`src/qdtr_defines.vh`:
```
/*
 Constants for the quad DTR read path: opcodes, phase lengths, mode-bit
 code, bank register layout and buffer depth.
 Assumes inclusion by bare name from the design files.
*/
`ifndef QDTR_DEFINES_VH
`define QDTR_DEFINES_VH

// Read opcodes
`define OP_QDTR       8'hED
`define OP_QDTR4      8'hEE

// Opcode length in rising edges
`define OPC_SPI_CLKS  4'h8
`define OPC_QPI_CLKS  4'h2

// Address length in nibbles
`define ADDR_NIB3     4'h6
`define ADDR_NIB4     4'h8

// Dummy clocks used when the configuration reads zero
`define DUMMY_DEF     4'h6

// Upper mode nibble that keeps continuous read
`define MODE_CONT     4'hA

// Bank register layout
`define BANK_EXT_BIT  7
`define BANK_HI_MSB   6

// Address wrap point and step
`define ARRAY_LAST    32'hFFFFFFFF
`define ADDR_ZERO     32'h00000000
`define ADDR_STEP     32'h00000001

// Response buffer
`define BUF_DEPTH     3'h2
`define BUF_W         8

`endif

```
`src/pair_buffer.v`:
```
/*
 Two-entry valid/ready buffer between the array read port and the
 nibble serializer.
 Assumes both sides run on clk; inReady falls when both entries are full.
*/
`timescale 1ns/100ps
`include "qdtr_defines.vh"

module pair_buffer #(
   parameter W = `BUF_W
) (
   input  wire         clk,
   input  wire         rst_n,
   input  wire         inValid,
   output wire         inReady,
   input  wire [W-1:0] inData,
   output wire         outValid,
   input  wire         outReady,
   output wire [W-1:0] outData,
   output wire [1:0]   count
);

   reg [W-1:0] mem [0:1];
   reg         wrPtr_ff;
   reg         rdPtr_ff;
   reg [1:0]   cnt_ff;

   wire push = inValid & inReady;
   wire pop  = outValid & outReady;

   assign inReady  = (cnt_ff != 2'h2);
   assign outValid = (cnt_ff != 2'h0);
   assign outData  = mem[rdPtr_ff];
   assign count    = cnt_ff;

   always @(posedge clk)
   begin
      if (push)
      begin
         mem[wrPtr_ff] <= inData;
      end
   end

   always @(posedge clk)
   begin
      if (!rst_n)
      begin
         wrPtr_ff <= 1'b0;
         rdPtr_ff <= 1'b0;
         cnt_ff   <= 2'h0;
      end
      else
      begin
         if (push)
         begin
            wrPtr_ff <= ~wrPtr_ff;
         end
         if (pop)
         begin
            rdPtr_ff <= ~rdPtr_ff;
         end
         if (push & ~pop)
         begin
            cnt_ff <= cnt_ff + 2'h1;
         end
         else if (pop & ~push)
         begin
            cnt_ff <= cnt_ff - 2'h1;
         end
      end
   end

endmodule

```
`src/quad_dtr_read_path.v`:
```
/*
 Quad I/O double-transfer-rate read path of a serial flash, on the device
 side of the link: opcode decode, address capture, dummy and mode bits,
 continuous read, and nibble output on both serial clock edges.
 Assumes chip select, serial clock and I/O lines come from the host in
 another clock domain, oversampled by clk; array bytes arrive over a
 valid/ready read port.
*/
// What this block does
// - Eight bits per clock, nibble per edge
// - Start address may be any byte
// - Address steps per byte, wraps to zero
// - EDh three or four bytes, EEh four
// - SPI-mode opcode on line zero, eight clocks
// - Opcode, address, dummy, then data order
// - Dummy clock count configurable, default six
// - Chip select high stops data anytime
// - Upper mode nibble A enters continuous read
// - Other mode nibble leaves continuous read
// - After leaving, next transaction needs opcode
// - Read ignored while write in progress
// - Quad-mode opcode four bits per clock
// - Quad mode skips quad enable check
// - Continuous read works in quad mode
// - Extended address enable is bank bit seven
// - Bank bits supply high address bits
`timescale 1ns/100ps
`include "qdtr_defines.vh"

module quad_dtr_read_path (
   input  wire        clk,
   input  wire        rst_n,
   input  wire        csN,
   input  wire        sclk,
   input  wire [3:0]  ioIn,
   output wire [3:0]  ioOut,
   output wire [3:0]  ioOe,
   input  wire        quadEnable,
   input  wire        quadCmdMode,
   input  wire [7:0]  bankReg,
   input  wire        writeInProgress,
   input  wire [3:0]  dummyCfg,
   output wire        contReadMode,
   output wire        memReqValid,
   input  wire        memReqReady,
   output wire [31:0] memReqAddr,
   input  wire        memRspValid,
   output wire        memRspReady,
   input  wire [7:0]  memRspData
);

   localparam [5:0] ST_IDLE  = 6'b000001;
   localparam [5:0] ST_OPC   = 6'b000010;
   localparam [5:0] ST_ADDR  = 6'b000100;
   localparam [5:0] ST_DUMMY = 6'b001000;
   localparam [5:0] ST_DATA  = 6'b010000;
   localparam [5:0] ST_REJ   = 6'b100000;

   function isReadOp;
      input [7:0] op;
      begin
         isReadOp = (op == `OP_QDTR) || (op == `OP_QDTR4);
      end
   endfunction

   function [31:0] startAddr;
      input [31:0] sh;
      input        four;
      input [7:0]  bank;
      begin
         if (four)
         begin
            startAddr = sh;
         end
         else
         begin
            startAddr = {1'b0, bank[`BANK_HI_MSB:0], sh[23:0]};
         end
      end
   endfunction

   function [31:0] stepAddr;
      input [31:0] a;
      begin
         if (a == `ARRAY_LAST)
         begin
            stepAddr = `ADDR_ZERO;
         end
         else
         begin
            stepAddr = a + `ADDR_STEP;
         end
      end
   endfunction

   // Two-stage synchronisers; bit 2 of each shift is the previous sample
   reg  [2:0]  csSync_ff;
   reg  [2:0]  sclkSync_ff;
   reg  [3:0]  ioMeta_ff;
   reg  [3:0]  ioSync_ff;

   reg  [5:0]  state_ff;
   reg  [3:0]  cnt_ff;
   reg  [7:0]  opc_ff;
   reg  [31:0] addrSh_ff;
   reg         four_ff;
   reg         cont_ff;
   reg  [3:0]  modeHi_ff;
   reg  [7:0]  curByte_ff;
   reg  [3:0]  ioOut_ff;
   reg  [3:0]  ioOe_ff;
   reg  [31:0] reqAddr_ff;
   reg  [1:0]  pend_ff;

   reg  [5:0]  nxt_state;
   reg  [3:0]  nxt_cnt;
   reg  [7:0]  nxt_opc;
   reg  [31:0] nxt_addrSh;
   reg         nxt_four;
   reg         nxt_cont;
   reg  [3:0]  nxt_modeHi;
   reg  [7:0]  nxt_curByte;
   reg  [3:0]  nxt_ioOut;
   reg  [3:0]  nxt_ioOe;
   reg  [31:0] nxt_reqAddr;
   reg  [1:0]  nxt_pend;
   reg         popReq;

   wire        csHigh    = csSync_ff[1];
   wire        sclkRise  = sclkSync_ff[1] & ~sclkSync_ff[2];
   wire        sclkFall  = ~sclkSync_ff[1] & sclkSync_ff[2];
   wire        sclkEdge  = sclkRise | sclkFall;
   wire [3:0]  io        = ioSync_ff;

   wire [3:0]  dummyN    = (dummyCfg == 4'h0) ? `DUMMY_DEF : dummyCfg;
   wire [3:0]  addrNibs  = four_ff ? `ADDR_NIB4 : `ADDR_NIB3;
   wire [3:0]  opcClks   = quadCmdMode ? `OPC_QPI_CLKS : `OPC_SPI_CLKS;
   wire [7:0]  opcShift  = quadCmdMode ? {opc_ff[3:0], io} : {opc_ff[6:0], io[0]};

   wire        bufValid;
   wire [7:0]  bufData;
   wire [1:0]  bufCount;
   wire        drain;
   wire        reqFire;
   wire        rspFire;
   wire [2:0]  inFlight;

   // Stale bytes from an ended read are thrown away in the idle, reject, opcode and address states
   assign drain       = (state_ff == ST_IDLE) | (state_ff == ST_REJ) |
                        (state_ff == ST_OPC) | (state_ff == ST_ADDR);
   assign inFlight    = {1'b0, pend_ff} + {1'b0, bufCount};
   assign memReqValid = ((state_ff == ST_DUMMY) | (state_ff == ST_DATA)) &
                        (inFlight < `BUF_DEPTH);
   assign reqFire     = memReqValid & memReqReady;
   assign rspFire     = memRspValid & memRspReady;
   assign memReqAddr  = reqAddr_ff;
   assign ioOut       = ioOut_ff;
   assign ioOe        = ioOe_ff;
   assign contReadMode = cont_ff;

   pair_buffer #(
      .W        (`BUF_W)
   ) rspBuf (
      .clk      (clk),
      .rst_n    (rst_n),
      .inValid  (memRspValid),
      .inReady  (memRspReady),
      .inData   (memRspData),
      .outValid (bufValid),
      .outReady (drain | popReq),
      .outData  (bufData),
      .count    (bufCount)
   );

   always @*
   begin
      nxt_state   = state_ff;
      nxt_cnt     = cnt_ff;
      nxt_opc     = opc_ff;
      nxt_addrSh  = addrSh_ff;
      nxt_four    = four_ff;
      nxt_cont    = cont_ff;
      nxt_modeHi  = modeHi_ff;
      nxt_curByte = curByte_ff;
      nxt_ioOut   = ioOut_ff;
      nxt_ioOe    = ioOe_ff;
      nxt_reqAddr = reqAddr_ff;
      popReq      = 1'b0;
      if (reqFire)
      begin
         nxt_reqAddr = stepAddr(reqAddr_ff);
      end
      if (csHigh)
      begin
         nxt_state = ST_IDLE;
         nxt_ioOe  = 4'h0;
         nxt_cnt   = 4'h0;
      end
      else
      begin
         case (state_ff)
            ST_IDLE:
            begin
               nxt_cnt = 4'h0;
               nxt_ioOe = 4'h0;
               if (cont_ff & writeInProgress)
               begin
                  nxt_state = ST_REJ;
               end
               else if (cont_ff)
               begin
                  nxt_state = ST_ADDR;
               end
               else
               begin
                  nxt_state = ST_OPC;
               end
            end
            ST_OPC:
            begin
               if (sclkRise)
               begin
                  nxt_opc = opcShift;
                  nxt_cnt = cnt_ff + 4'h1;
                  if (cnt_ff == opcClks - 4'h1)
                  begin
                     nxt_cnt = 4'h0;
                     // Quad mode accepts the read without quad enable
                     if (isReadOp(opcShift) && !writeInProgress &&
                         (quadCmdMode || quadEnable))
                     begin
                        nxt_state = ST_ADDR;
                        nxt_four  = (opcShift == `OP_QDTR4) |
                                    bankReg[`BANK_EXT_BIT];
                     end
                     else
                     begin
                        nxt_state = ST_REJ;
                     end
                  end
               end
            end
            ST_ADDR:
            begin
               // The fall that closes the last opcode clock carries no address
               if (sclkEdge && (sclkRise || cnt_ff != 4'h0))
               begin
                  nxt_addrSh = {addrSh_ff[27:0], io};
                  nxt_cnt    = cnt_ff + 4'h1;
                  if (cnt_ff == addrNibs - 4'h1)
                  begin
                     nxt_cnt     = 4'h0;
                     nxt_state   = ST_DUMMY;
                     // Any byte address is a legal start
                     nxt_reqAddr = startAddr({addrSh_ff[27:0], io}, four_ff,
                                             bankReg);
                  end
               end
            end
            ST_DUMMY:
            begin
               if (sclkRise && cnt_ff == 4'h0)
               begin
                  nxt_modeHi = io;
               end
               if (sclkFall)
               begin
                  nxt_cnt = cnt_ff + 4'h1;
                  if (cnt_ff == 4'h0)
                  begin
                     // Lower nibble is ignored
                     nxt_cont = (modeHi_ff == `MODE_CONT);
                  end
                  if (cnt_ff == dummyN - 4'h1)
                  begin
                     nxt_cnt     = 4'h0;
                     nxt_state   = ST_DATA;
                     popReq      = bufValid;
                     nxt_curByte = bufValid ? bufData : 8'h00;
                     nxt_ioOut   = bufValid ? bufData[7:4] : 4'h0;
                     nxt_ioOe    = 4'hF;
                  end
               end
            end
            ST_DATA:
            begin
               if (sclkRise)
               begin
                  nxt_ioOut = curByte_ff[3:0];
               end
               else if (sclkFall)
               begin
                  // An empty buffer shows zeros rather than stalling the host
                  popReq      = bufValid;
                  nxt_curByte = bufValid ? bufData : 8'h00;
                  nxt_ioOut   = bufValid ? bufData[7:4] : 4'h0;
               end
            end
            ST_REJ:
            begin
               nxt_ioOe = 4'h0;
            end
            default:
            begin
               nxt_state = ST_IDLE;
            end
         endcase
      end
   end

   always @*
   begin
      nxt_pend = pend_ff;
      if (reqFire & ~rspFire)
      begin
         nxt_pend = pend_ff + 2'h1;
      end
      else if (rspFire & ~reqFire & (pend_ff != 2'h0))
      begin
         nxt_pend = pend_ff - 2'h1;
      end
   end

   always @(posedge clk)
   begin
      if (!rst_n)
      begin
         csSync_ff   <= 3'h7;
         sclkSync_ff <= 3'h0;
         ioMeta_ff   <= 4'h0;
         ioSync_ff   <= 4'h0;
      end
      else
      begin
         csSync_ff   <= {csSync_ff[1:0], csN};
         sclkSync_ff <= {sclkSync_ff[1:0], sclk};
         ioMeta_ff   <= ioIn;
         ioSync_ff   <= ioMeta_ff;
      end
   end

   always @(posedge clk)
   begin
      if (!rst_n)
      begin
         state_ff   <= ST_IDLE;
         cnt_ff     <= 4'h0;
         opc_ff     <= 8'h00;
         addrSh_ff  <= 32'h00000000;
         four_ff    <= 1'b0;
         cont_ff    <= 1'b0;
         modeHi_ff  <= 4'h0;
         curByte_ff <= 8'h00;
         ioOut_ff   <= 4'h0;
         ioOe_ff    <= 4'h0;
         reqAddr_ff <= 32'h00000000;
         pend_ff    <= 2'h0;
      end
      else
      begin
         state_ff   <= nxt_state;
         cnt_ff     <= nxt_cnt;
         opc_ff     <= nxt_opc;
         addrSh_ff  <= nxt_addrSh;
         four_ff    <= nxt_four;
         cont_ff    <= nxt_cont;
         modeHi_ff  <= nxt_modeHi;
         curByte_ff <= nxt_curByte;
         ioOut_ff   <= nxt_ioOut;
         ioOe_ff    <= nxt_ioOe;
         reqAddr_ff <= nxt_reqAddr;
         pend_ff    <= nxt_pend;
      end
   end

endmodule

```
`config.mk`:
```
export PLATFORM = sky130hd
export DESIGN_NAME = quad_dtr_read_path
export DESIGN_NICKNAME = d
export VERILOG_FILES = /design/src/pair_buffer.v /design/src/quad_dtr_read_path.v
export VERILOG_INCLUDE_DIRS = /design/src
export SDC_FILE = /design/constraint.sdc
export NUM_CORES = 1
export LEC_CHECK = 0
export ABC_AREA = 1
export BUFFER_PORTS_ARGS = -buffer_cell sky130_fd_sc_hd__buf_2
export CAP_MARGIN = 20
export CELL_PAD_IN_SITES_DETAIL_PLACEMENT = 1
export CELL_PAD_IN_SITES_GLOBAL_PLACEMENT = 2
export CORE_UTILIZATION = 35
export CTS_CLUSTER_DIAMETER = 40
export DETAILED_ROUTE_END_ITERATION = 8
export MAX_ROUTING_LAYER = met4
export PLACE_DENSITY_LB_ADDON = 0.08
export SLEW_MARGIN = 15
export SYNTH_ARGS = -nofsm -noshare
export SYNTH_HDL_FRONTEND = slang
export SYNTH_HIERARCHICAL = 1
export SYNTH_SLANG_ARGS = --single-unit
```
`constraint.sdc`:
```
create_clock -name clk -period 4.2 [get_ports clk]
set_input_delay 0.63 -clock clk [delete_from_list [all_inputs] [get_ports clk]]
set_output_delay 0.63 -clock clk [all_outputs]
set_load 0.02 [all_outputs]
```
==> results.md, run 1 <==
- Final Hold Fails: 0
- # DRC: 0
- Starting Density: a little over a third
- 1st-pass router iterations: 4
- Site row count: 50
- Resize count post-CTS: 0
- TritonCTS Sinks: 128
- CTS tree: done
- Pin count of the biggest net entering global routing: just under 80
- Synth top cells by count: 241 x nand2_1, 146 x inv_1, 132 x nor2_1
- Total power: between 3 and 4 mW
- Synthesized-area fraction occupied by adder cells: 1.38%
- Hold EP: ioMeta_ff[0]
- Minimum clock period: around 2700 ps
- Synth top area share: 32.6%
- RR Startpoint: cnt_ff[1]
- Critical path launch point type: flop
- Fin nets: around 1100
- Achievable Freq: 0.367 GHz
- Vias per inst: between 4 and 5
- XOR/XNOR Fraction of Synth Area: roughly 1.5%
- Worst Tran Pin Value: 752 ps
- Overall routing resource usage: ~22%
- Synth Cell Area: ~6900 µm²
- CTS buffer count: 17
- Final Cycle Share: 64.8%
- Post-CTS Hold Fix Bufs: 0
- Worst EP required: around 4600 ps
- # IOs: 76
- 1st-iter DRT viols: a little over 200
- Routed WL: a little over 20000 µm
- Synth-to-Final Area Change: 16.9%
- Clk_skew: 9.45 ps
- Status: finished clean
- Die area: just over 20000 µm²
- Routed WL per cell: between 15 and 20 µm
- Yosys reg bits: 128
- Die X: approximately 140 µm
- Routability cong.: about 0.88
- CP max FO: 35
- EDFF count, synth: 16
- Final global-route overflow total: 0
- Hold Crit Class: in2reg
- Synth Flop Type: dfxtp_1
- Leak: about 3.8 nW
- DP HPWL: 15500 µm
- Chip Height: 142 µm
- Synth unique cells: 45
- Slack of the worst reg-to-reg path: ~1500 ps
- Largest family of logic cells by synthesized area: simple AND/OR/NAND/NOR gates
- Relative slew slack: between 40 and 50%
- Power Density: approximately 400 nW/µm²
- CORE AREA: ~19000 µm²
- Area contributors post-synth: dfxtp_1 33%, nand2_1 13%, inv_1 8.0%
- Share of cells above drive strength 1: 14.4%
- Pins Over Slew Limit: 0
- CTS max path bufs: 2
- Slowest-stage cell, CP: dfxtp_1
- Worst-path cell chain: inv_1, ha_1, nand2_1, nor2_1, nand2_1, nand2_2, nor2_8, nand2_2, inv_2, nand3_1, a21oi_1
- Synth Area per Inst: approximately 6.8 µm²
- First-pass GRT wire length: roughly 33000 µm
- Multiplexer share of the synthesized area: under 10%
- FF-to-FF path depth: 11
- Area fraction in compound gates after synthesis: 12.1%
- Worst VDD drop: 0.285 mV
- Setup tns final: 0 ps
- Crit path DAT: a little over 3000 ps
- RSZ-0062 raised after global routing: no
- Clk slew on worst S/H paths: around 60 ps
- Root buffer selected by CTS: clkbuf_16
- Via count: about 6400
- Final Setup Violations: 0
- Min-Delay Path Depth: 3
- PortBufs: 75
- Initial antenna violation count: 0
- Max Cap Viol: 0
- Crit-path max cell delay: 460 ps
- CTS HTree Levels: 4
- Number of global-route vias before repair: approximately 6500
- Seq/Total Area, Yosys: 39.6%
- Antenna-violating nets left: 0
- Top-count cell post-synth: nand2_1
- Post-Synth Simple-Gate Area: 33.3%
- Element type at the critical path end: flop
- Clk Latency, worst-skew pair: 420 ps
- FF-to-FF End: memReqAddr[31]
- N_diodes: 0
- Cell family with most CP delay: simple AND/OR/NAND/NOR gates
- Buf+Inv Stages, Crit Path: 2
- Synth Warn #: 6
- Worst hold path startpoint: ioIn[0]
- Setup Fix Bufs, Post-CTS: 0
- Asr flop ratio synth: 0%
- Synth area leader: dfxtp_1
- Syn Inst Count: around 1000
- Syn nets: approximately 1100
- Setup CP Type: reg2reg
## registers in the layout, summed over array words and instances (netlist names), 6 cells and up, named ones only
name,count
memReqAddr,32
addrSh_ff,28
state_ff,6
opc_ff,7
rspBuf/mem,16
## area by class of cell
type | count | area (µm²)
tap | 260 | 325
multi-input combinational | 697 | 3410
clock inverter | 15 | 184
sequential | 128 | 2720
clock buffer | 17 | 425
fill | 2479 | 10900
inverter | 155 | 583
timing repair buffer | 77 | 390
## kinds of logic (layout without fill, tap and decap cells)
| family | after synthesis | in the layout |
|---|---|---|
| AOI/OAI and AO/OA | 153 | 153 |
| xor gates and xnor gates | 12 | 12 |
| adders and majority gates | 7 | 7 |
| buffers and inverters | 186 | 264 |
| DFF | 128 | 128 |
| muxes | 8 | 8 |
| and+or+nand+nor | 517 | 517 |
## layout by cell type, fill, tap and decap left out, types with 9 or more instances in the layout
cell type / netlist / final
o21ai_0: 62 / 62
nand3_1: 73 / 73
a21oi_1: 60 / 60
nand2_1: 241 / 241
nand4_1: 21 / 21
inv_1: 146 / 146
nor3_1: 12 / 12
nor2_1: 132 / 132
dfxtp_1: 112 / 112
xor2_1: 9 / 9
edfxtp_1: 16 / 16
clkbuf_16: 0 / 17
buf_2: 7 / 75
## worst max path at each step
stage                      startpoint  cells after the start  slack, ps               to
after global routing        cnt_ff[1]                     11       1140   memReqAddr[28]
after global placement    dummyCfg[0]                     17       1500  rspBuf/count[1]
after detailed placement    cnt_ff[1]                     11       1460   memReqAddr[31]
final                       cnt_ff[1]                     11       1480   memReqAddr[31]
after CTS                   cnt_ff[1]                     11       1430   memReqAddr[31]
after floorplan           dummyCfg[0]                     17       2000  rspBuf/count[1]
## worst reg2reg max path, cell delays in order, from the launching register on
cell     delay [ps]
dfxtp_1         460
inv_1           130
ha_1            190
nand2_1          60
nor2_1           70
nand2_1         100
nand2_2         130
nor2_8          410
nand2_2         440
inv_2           370
nand3_1         130
a21oi_1         160
## where the power goes
part / total [mW] / internal, mW / switching, mW
clock: 1.53 / 0.941 / 0.592
sequential: 1.33 / 1.29 / 0.0404
combinational: 0.291 / 0.112 / 0.178
total: 3.15 / 2.34 / 0.810
## stage by stage
stage	cell area (µm²)	instances	util, %	setup slack, ps	hold WS (ps)
finish	8040	1349	42.4	1480	394
global route	8040	1349	42.4	1140	381
CTS	8040	1349	42.4	1430	375
detailed placement	7430	1317	39.2	1460	399
global placement	7430	1317	39.2	1500	394
floorplan	6870	1011	-	2000	390
## metal layers
metal  global-route usage, %  part of all wire (%)
met1                    27.4                    49
met2                    36.6                    48
met3                    3.57                   2.1
met4                    5.55                   1.2
met5                       -                     0
No activity file was read; power rests on OpenSTA's default activity.
==> run 2: changes to the inputs <==
--- a/config.mk
+++ b/config.mk
@@ -11,7 +11,7 @@
 export CAP_MARGIN = 20
 export CELL_PAD_IN_SITES_DETAIL_PLACEMENT = 1
 export CELL_PAD_IN_SITES_GLOBAL_PLACEMENT = 2
-export CORE_UTILIZATION = 35
+export CORE_UTILIZATION = 33
 export CTS_CLUSTER_DIAMETER = 40
 export DETAILED_ROUTE_END_ITERATION = 8
 export MAX_ROUTING_LAYER = met4
==> constraint.sdc (replaced) <==
create_clock -name clk -period 2.74 [get_ports clk]
set_input_delay 0.411 -clock clk [delete_from_list [all_inputs] [get_ports clk]]
set_output_delay 0.411 -clock clk [all_outputs]
set_load 0.02 [all_outputs]
==> run 2 against run 1 <==
Fmax grew 13%. Total power grew 51%. Sequential share of layout area shrank 0.29 points. Hold slack lost 220 ps.
==> results.md, run 2 (synthesized netlist as in run 1, its figures left out) <==
- Status: finished clean
- Chip Height: roughly 150 µm
- Pin count of the biggest net entering global routing: 79
- Crit-path max cell delay: about 430 ps
- Initial antenna violation count: 0
- CP max FO: 16
- Routed WL: 21200 µm
- CORE AREA: 20300 µm²
- Pins Over Slew Limit: 0
- # placed instances: approximately 1300
- Slowest-stage cell, CP: dfxtp_1
- Worst Tran Pin Value: approximately 740 ps
- Post-route design area: just over 8000 µm²
- Area after DPL: 7520 µm²
- Clk_skew: 11.8 ps
- Worst EP required: around 3000 ps
- Overall routing resource usage: a little over a fifth
- CTS HTree Levels: 4
- RSZ-0062 raised after global routing: no
- Via count: between 6000 and 7000
- Starting Density: 33.9%
- Most used cell, CP: nor2_1
- Most frequent cells in the layout: 241 x nand2_1, 146 x inv_1, 132 x nor2_1
- Routed WL per cell: 15.5 µm
- Minimum clock period: 2410 ps
- Root buffer selected by CTS: clkbuf_16
- Leak: between 3 and 4 nW
- Hold Crit Class: in2reg
- Final Hold Fails: 0
- # IOs: 76
- Final Cycle Share: around 88%
- # DRC: 0
- DP HPWL: between 15000 and 20000 µm
- Antenna-violating nets left: 0
- PortBufs: between 70 and 80
- Worst VDD drop: between 0.4 and 0.5 mV
- Resize count post-CTS: 0
- Setup Fix Bufs, Post-CTS: 0
- Max Cap Viol: 0
- Buf+Inv Stages, Crit Path: 1
- Non-filler cells, final: 1368
- First-pass GRT wire length: ~35000 µm
- 1st-pass router iterations: 4
- Post-CTS Hold Fix Bufs: 0
- N_diodes: 0
- Max FFs per register: 32
- Filler cells: 2643
- Synth-to-Final Area Change: 18.0%
- Number of global-route vias before repair: 6620
- Achievable Freq: roughly 0.42 GHz
- Final global-route overflow total: 0
- Die X: 146 µm
- Element type at the critical path end: flop
- 1st-iter DRT viols: approximately 230
- Cell family with most CP delay: simple AND/OR/NAND/NOR gates
- CTS tree: done
- Relative slew slack: between 50% and 60%
- Clk Latency, worst-skew pair: ~420 ps
- Vias per inst: about 4.8
- Site row count: 52
- CTS buffer count: 17
- Share of cells above drive strength 1: 15.2%
- Power Density: 586 nW/µm²
- Routability cong.: 0.829
- Setup tns final: 0 ps
- CTS max path bufs: 2
- Final Setup Violations: 0
- TritonCTS Sinks: roughly 130
- Critical path launch point type: flop
- Worst-path cell chain: nand2_1, inv_1, fa_1, nor2_1, nand3_4, nor2_2, nand3_1, nand2_1, nor2_1, nor2_1, nor2_1
- Setup CP Type: reg2reg
- Die area: 21400 µm²
- Clk slew on worst S/H paths: ~60 ps
- Fin nets: 1125
- Crit path DAT: about 2700 ps
- Commonest non-fill, non-tap cell in the layout: nand2_1
## run 2: final cells by class
cell class	instances	area [µm²]	area share, %
multi-input cells	697	3410	42.0
flip-flops and latches	128	2720	33.6
inverters	155	584	7.21
repair buffers	86	470	5.80
clock buffers	17	425	5.25
well taps	270	338	4.17
clock inverters	15	160	1.98
## run 2: worst paths after layout
path,start,end,slack (ps),depth (start not counted)
worst max-delay path,rspBuf/count[0],memReqAddr[21],330,11
worst min-delay path,ioIn[1],ioMeta_ff[1],170,3
worst max register to register,rspBuf/count[0],memReqAddr[21],330,11
worst min register to register,ioMeta_ff[3],io[3],410,2
## run 2: where the power goes
group / leakage (nW) / switching [mW] / internal, mW / total (mW)
clock: 0.284 / 0.911 / 1.35 / 2.26
sequential: 1.06 / 0.0625 / 1.98 / 2.04
combinational: 2.51 / 0.277 / 0.174 / 0.451
## run 2: routing by layer
| metal | vias to the layer above | track usage [%] | routed length, µm |
|---|---|---|---|
| li1 | 3374 | - | - |
| met1 | 3106 | 27.5 | 10200 |
| met2 | 93 | 35.4 | 10200 |
| met3 | 18 | 2.81 | 515 |
| met4 | 0 | 5.31 | 248 |
| met5 | - | - | 0 |
## run 2: through the flow
stage | util, % | setup WS (ps) | hold WS (ps) | power, mW
after detailed placement | 37.1 | 264 | 403 | 2.54
after global routing | 39.9 | 32.9 | 165 | 4.95
after floorplan | - | 759 | 390 | 2.40
final | 39.9 | 335 | 174 | 4.75
after global placement | 37.1 | 313 | 397 | 2.53
after CTS | 39.9 | 264 | 162 | 4.82
## run 2: tightest hold or removal path: cells and delay by family
kind | cells | cell delay, ps
buf+inv | 2 | 110
simple gates | 1 | 40
==> run 3: changes to the inputs <==
--- a/config.mk
+++ b/config.mk
@@ -7,7 +7,7 @@
 export NUM_CORES = 1
 export LEC_CHECK = 0
 export ABC_AREA = 1
-export BUFFER_PORTS_ARGS = -buffer_cell sky130_fd_sc_hd__buf_2
+export BUFFER_PORTS_ARGS = -buffer_cell sky130_fd_sc_hd__buf_4
 export CAP_MARGIN = 20
 export CELL_PAD_IN_SITES_DETAIL_PLACEMENT = 1
 export CELL_PAD_IN_SITES_GLOBAL_PLACEMENT = 2
==> run 3 against run 2 <==
Register-to-register slack got worse by 40 ps. Largest power group unchanged. Fmax is 1.7% lower. Via count shrank 0.50%. Sequential share of layout area decreased by 0.75 points.
==> results.md, run 3 (synthesized netlist as in run 1, its figures left out) <==
- Vias per inst: around 4.8
- Final global-route overflow total: 0
- Pins Over Slew Limit: 0
- PortBufs: 75
- Starting Density: about 34%
- First-pass GRT wire length: around 35000 µm
- Antenna-violating nets left: 0
- Worst VDD drop: between 0.4 and 0.5 mV
- Via count: 6558
- CTS tree: done
- Area after DPL: approximately 7700 µm²
- Clk slew on worst S/H paths: about 60 ps
- Site row count: 52
- Leak: 3.86 nW
- Power Density: ~570 nW/µm²
- N_diodes: 0
- CTS HTree Levels: 4
- Final Hold Fails: 0
- DP HPWL: roughly 16000 µm
- Share of cells above drive strength 1: approximately 15%
- CTS buffer count: 17
- Post-CTS Hold Fix Bufs: 0
- Minimum clock period: 2450 ps
- Overall routing resource usage: 21.4%
- CP max FO: 23
- FF-to-FF End: memReqAddr[20]
- Final Cycle Share: between 80% and 90%
- Fin nets: ~1100
- Clk_skew: 7.89 ps
- CORE AREA: just over 20000 µm²
- Filler cells: approximately 2600
- Number of global-route vias before repair: between 6000 and 7000
- Element type at the critical path end: flop
- Worst EP required: 3050 ps
- Hold Crit Class: in2reg
- Relative slew slack: between 40% and 50%
- Initial antenna violation count: 0
- Commonest non-fill, non-tap cell in the layout: nand2_1
- Die X: 146 µm
- Crit path DAT: 2760 ps
- Worst Tran Pin Value: between 700 and 800 ps
- Critical path launch point type: flop
- Most frequent cells in the layout: 241 x nand2_1, 146 x inv_1, 132 x nor2_1
- Max FFs per register: 32
- Final Setup Violations: 0
- Max Cap Viol: 0
- Setup tns final: 0 ps
- RR Startpoint: rspBuf/count[0]
- Achievable Freq: around 0.41 GHz
- TritonCTS Sinks: approximately 130
- 1st-iter DRT viols: 205
- CTS max path bufs: 2
- 1st-pass router iterations: 4
- Pin count of the biggest net entering global routing: 67
- RSZ-0062 raised after global routing: no
- Clk Latency, worst-skew pair: approximately 420 ps
- Chip Height: 146 µm
- Routability cong.: 0.850
- Root buffer selected by CTS: clkbuf_16
- Routed WL per cell: around 15 µm
- Die area: around 21000 µm²
- Post-route design area: about 8300 µm²
- # DRC: 0
- Routed WL: 21100 µm
- Hold slack: roughly 170 ps
- FF-to-FF path depth: 10
- Setup CP Type: reg2reg
- Critical path origin: rspBuf/count[0]
- # IOs: 76
- Resize count post-CTS: 0
- Setup Fix Bufs, Post-CTS: 0
- CP endpoint: memReqAddr[20]
- Status: finished clean
- Synth-to-Final Area Change: 20.7%
- Slack of the worst reg-to-reg path: approximately 300 ps
==> run 3: changes by cell type in the layout (fill, tap and decap cells not counted), sizes merged <==
cell,before,now
clkinv,10,7
clkinvlp,2,3
inv,156,158
==> run 3: routing by layer <==
| layer | track usage, % | wire, µm |
|---|---|---|
| met2 | 34.7 | 9760 |
| met5 | - | 0 |
| met4 | 7.34 | 489 |
| met1 | 27.3 | 10200 |
| met3 | 2.81 | 621 |
==> run 3: power by group <==
| group | switching [mW] | total [mW] | internal [mW] | leakage (nW) |
|---|---|---|---|---|
| Sequential | 0.0611 | 2.04 | 1.98 | 1.06 |
| Clock | 0.908 | 2.26 | 1.35 | 0.280 |
| Combinational | 0.279 | 0.470 | 0.190 | 2.53 |
| Total | 1.25 | 4.77 | 3.52 | 3.86 |
==> run 3: worst max-delay path, cell delays in order (launching register included) <==
cell	delay (ps)
dfxtp_1	440
nand2_1	80
inv_1	70
fa_1	400
nor2_1	230
nand3_4	240
inv_2	410
nand2_1	130
xnor2_1	150
o21bai_1	130
inv_1	50
==> run 3: worst min path at each step <==
stage,start,to,slack [ps],depth (start not counted)
after floorplan,ioMeta_ff[0],io[0],390,2
after global placement,csSync_ff[0],csSync_ff[1],400,1
after detailed placement,csSync_ff[0],csSync_ff[1],400,1
after CTS,memRspData[6],rspBuf/mem[1][6],160,1
after global routing,memRspData[6],rspBuf/mem[1][6],160,1
final,memRspData[6],rspBuf/mem[1][6],170,1
==> run 3: stage by stage <==
| step | util, % | power (mW) | worst slack [ps] | std cells |
|---|---|---|---|---|
| floorplan | - | 2.40 | 759 | 1011 |
| global placement | 38.0 | 2.55 | 287 | 1336 |
| detailed placement | 38.0 | 2.56 | 224 | 1336 |
| CTS | 40.9 | 4.83 | 270 | 1368 |
| global route | 40.9 | 4.98 | 72.1 | 1368 |
| finish | 40.9 | 4.77 | 293 | 1368 |
==> run 3: cell type report <==
| cell class | count | area [µm²] | share of cell area, % |
|---|---|---|---|
| clock buffer | 17 | 425 | 5.13 |
| sequential | 128 | 2720 | 32.8 |
| clock inverter | 15 | 160 | 1.93 |
| multi-input combinational | 697 | 3410 | 41.1 |
| timing repair buffer | 86 | 658 | 7.93 |
| tap | 270 | 338 | 4.07 |
| inverter | 155 | 583 | 7.03 |
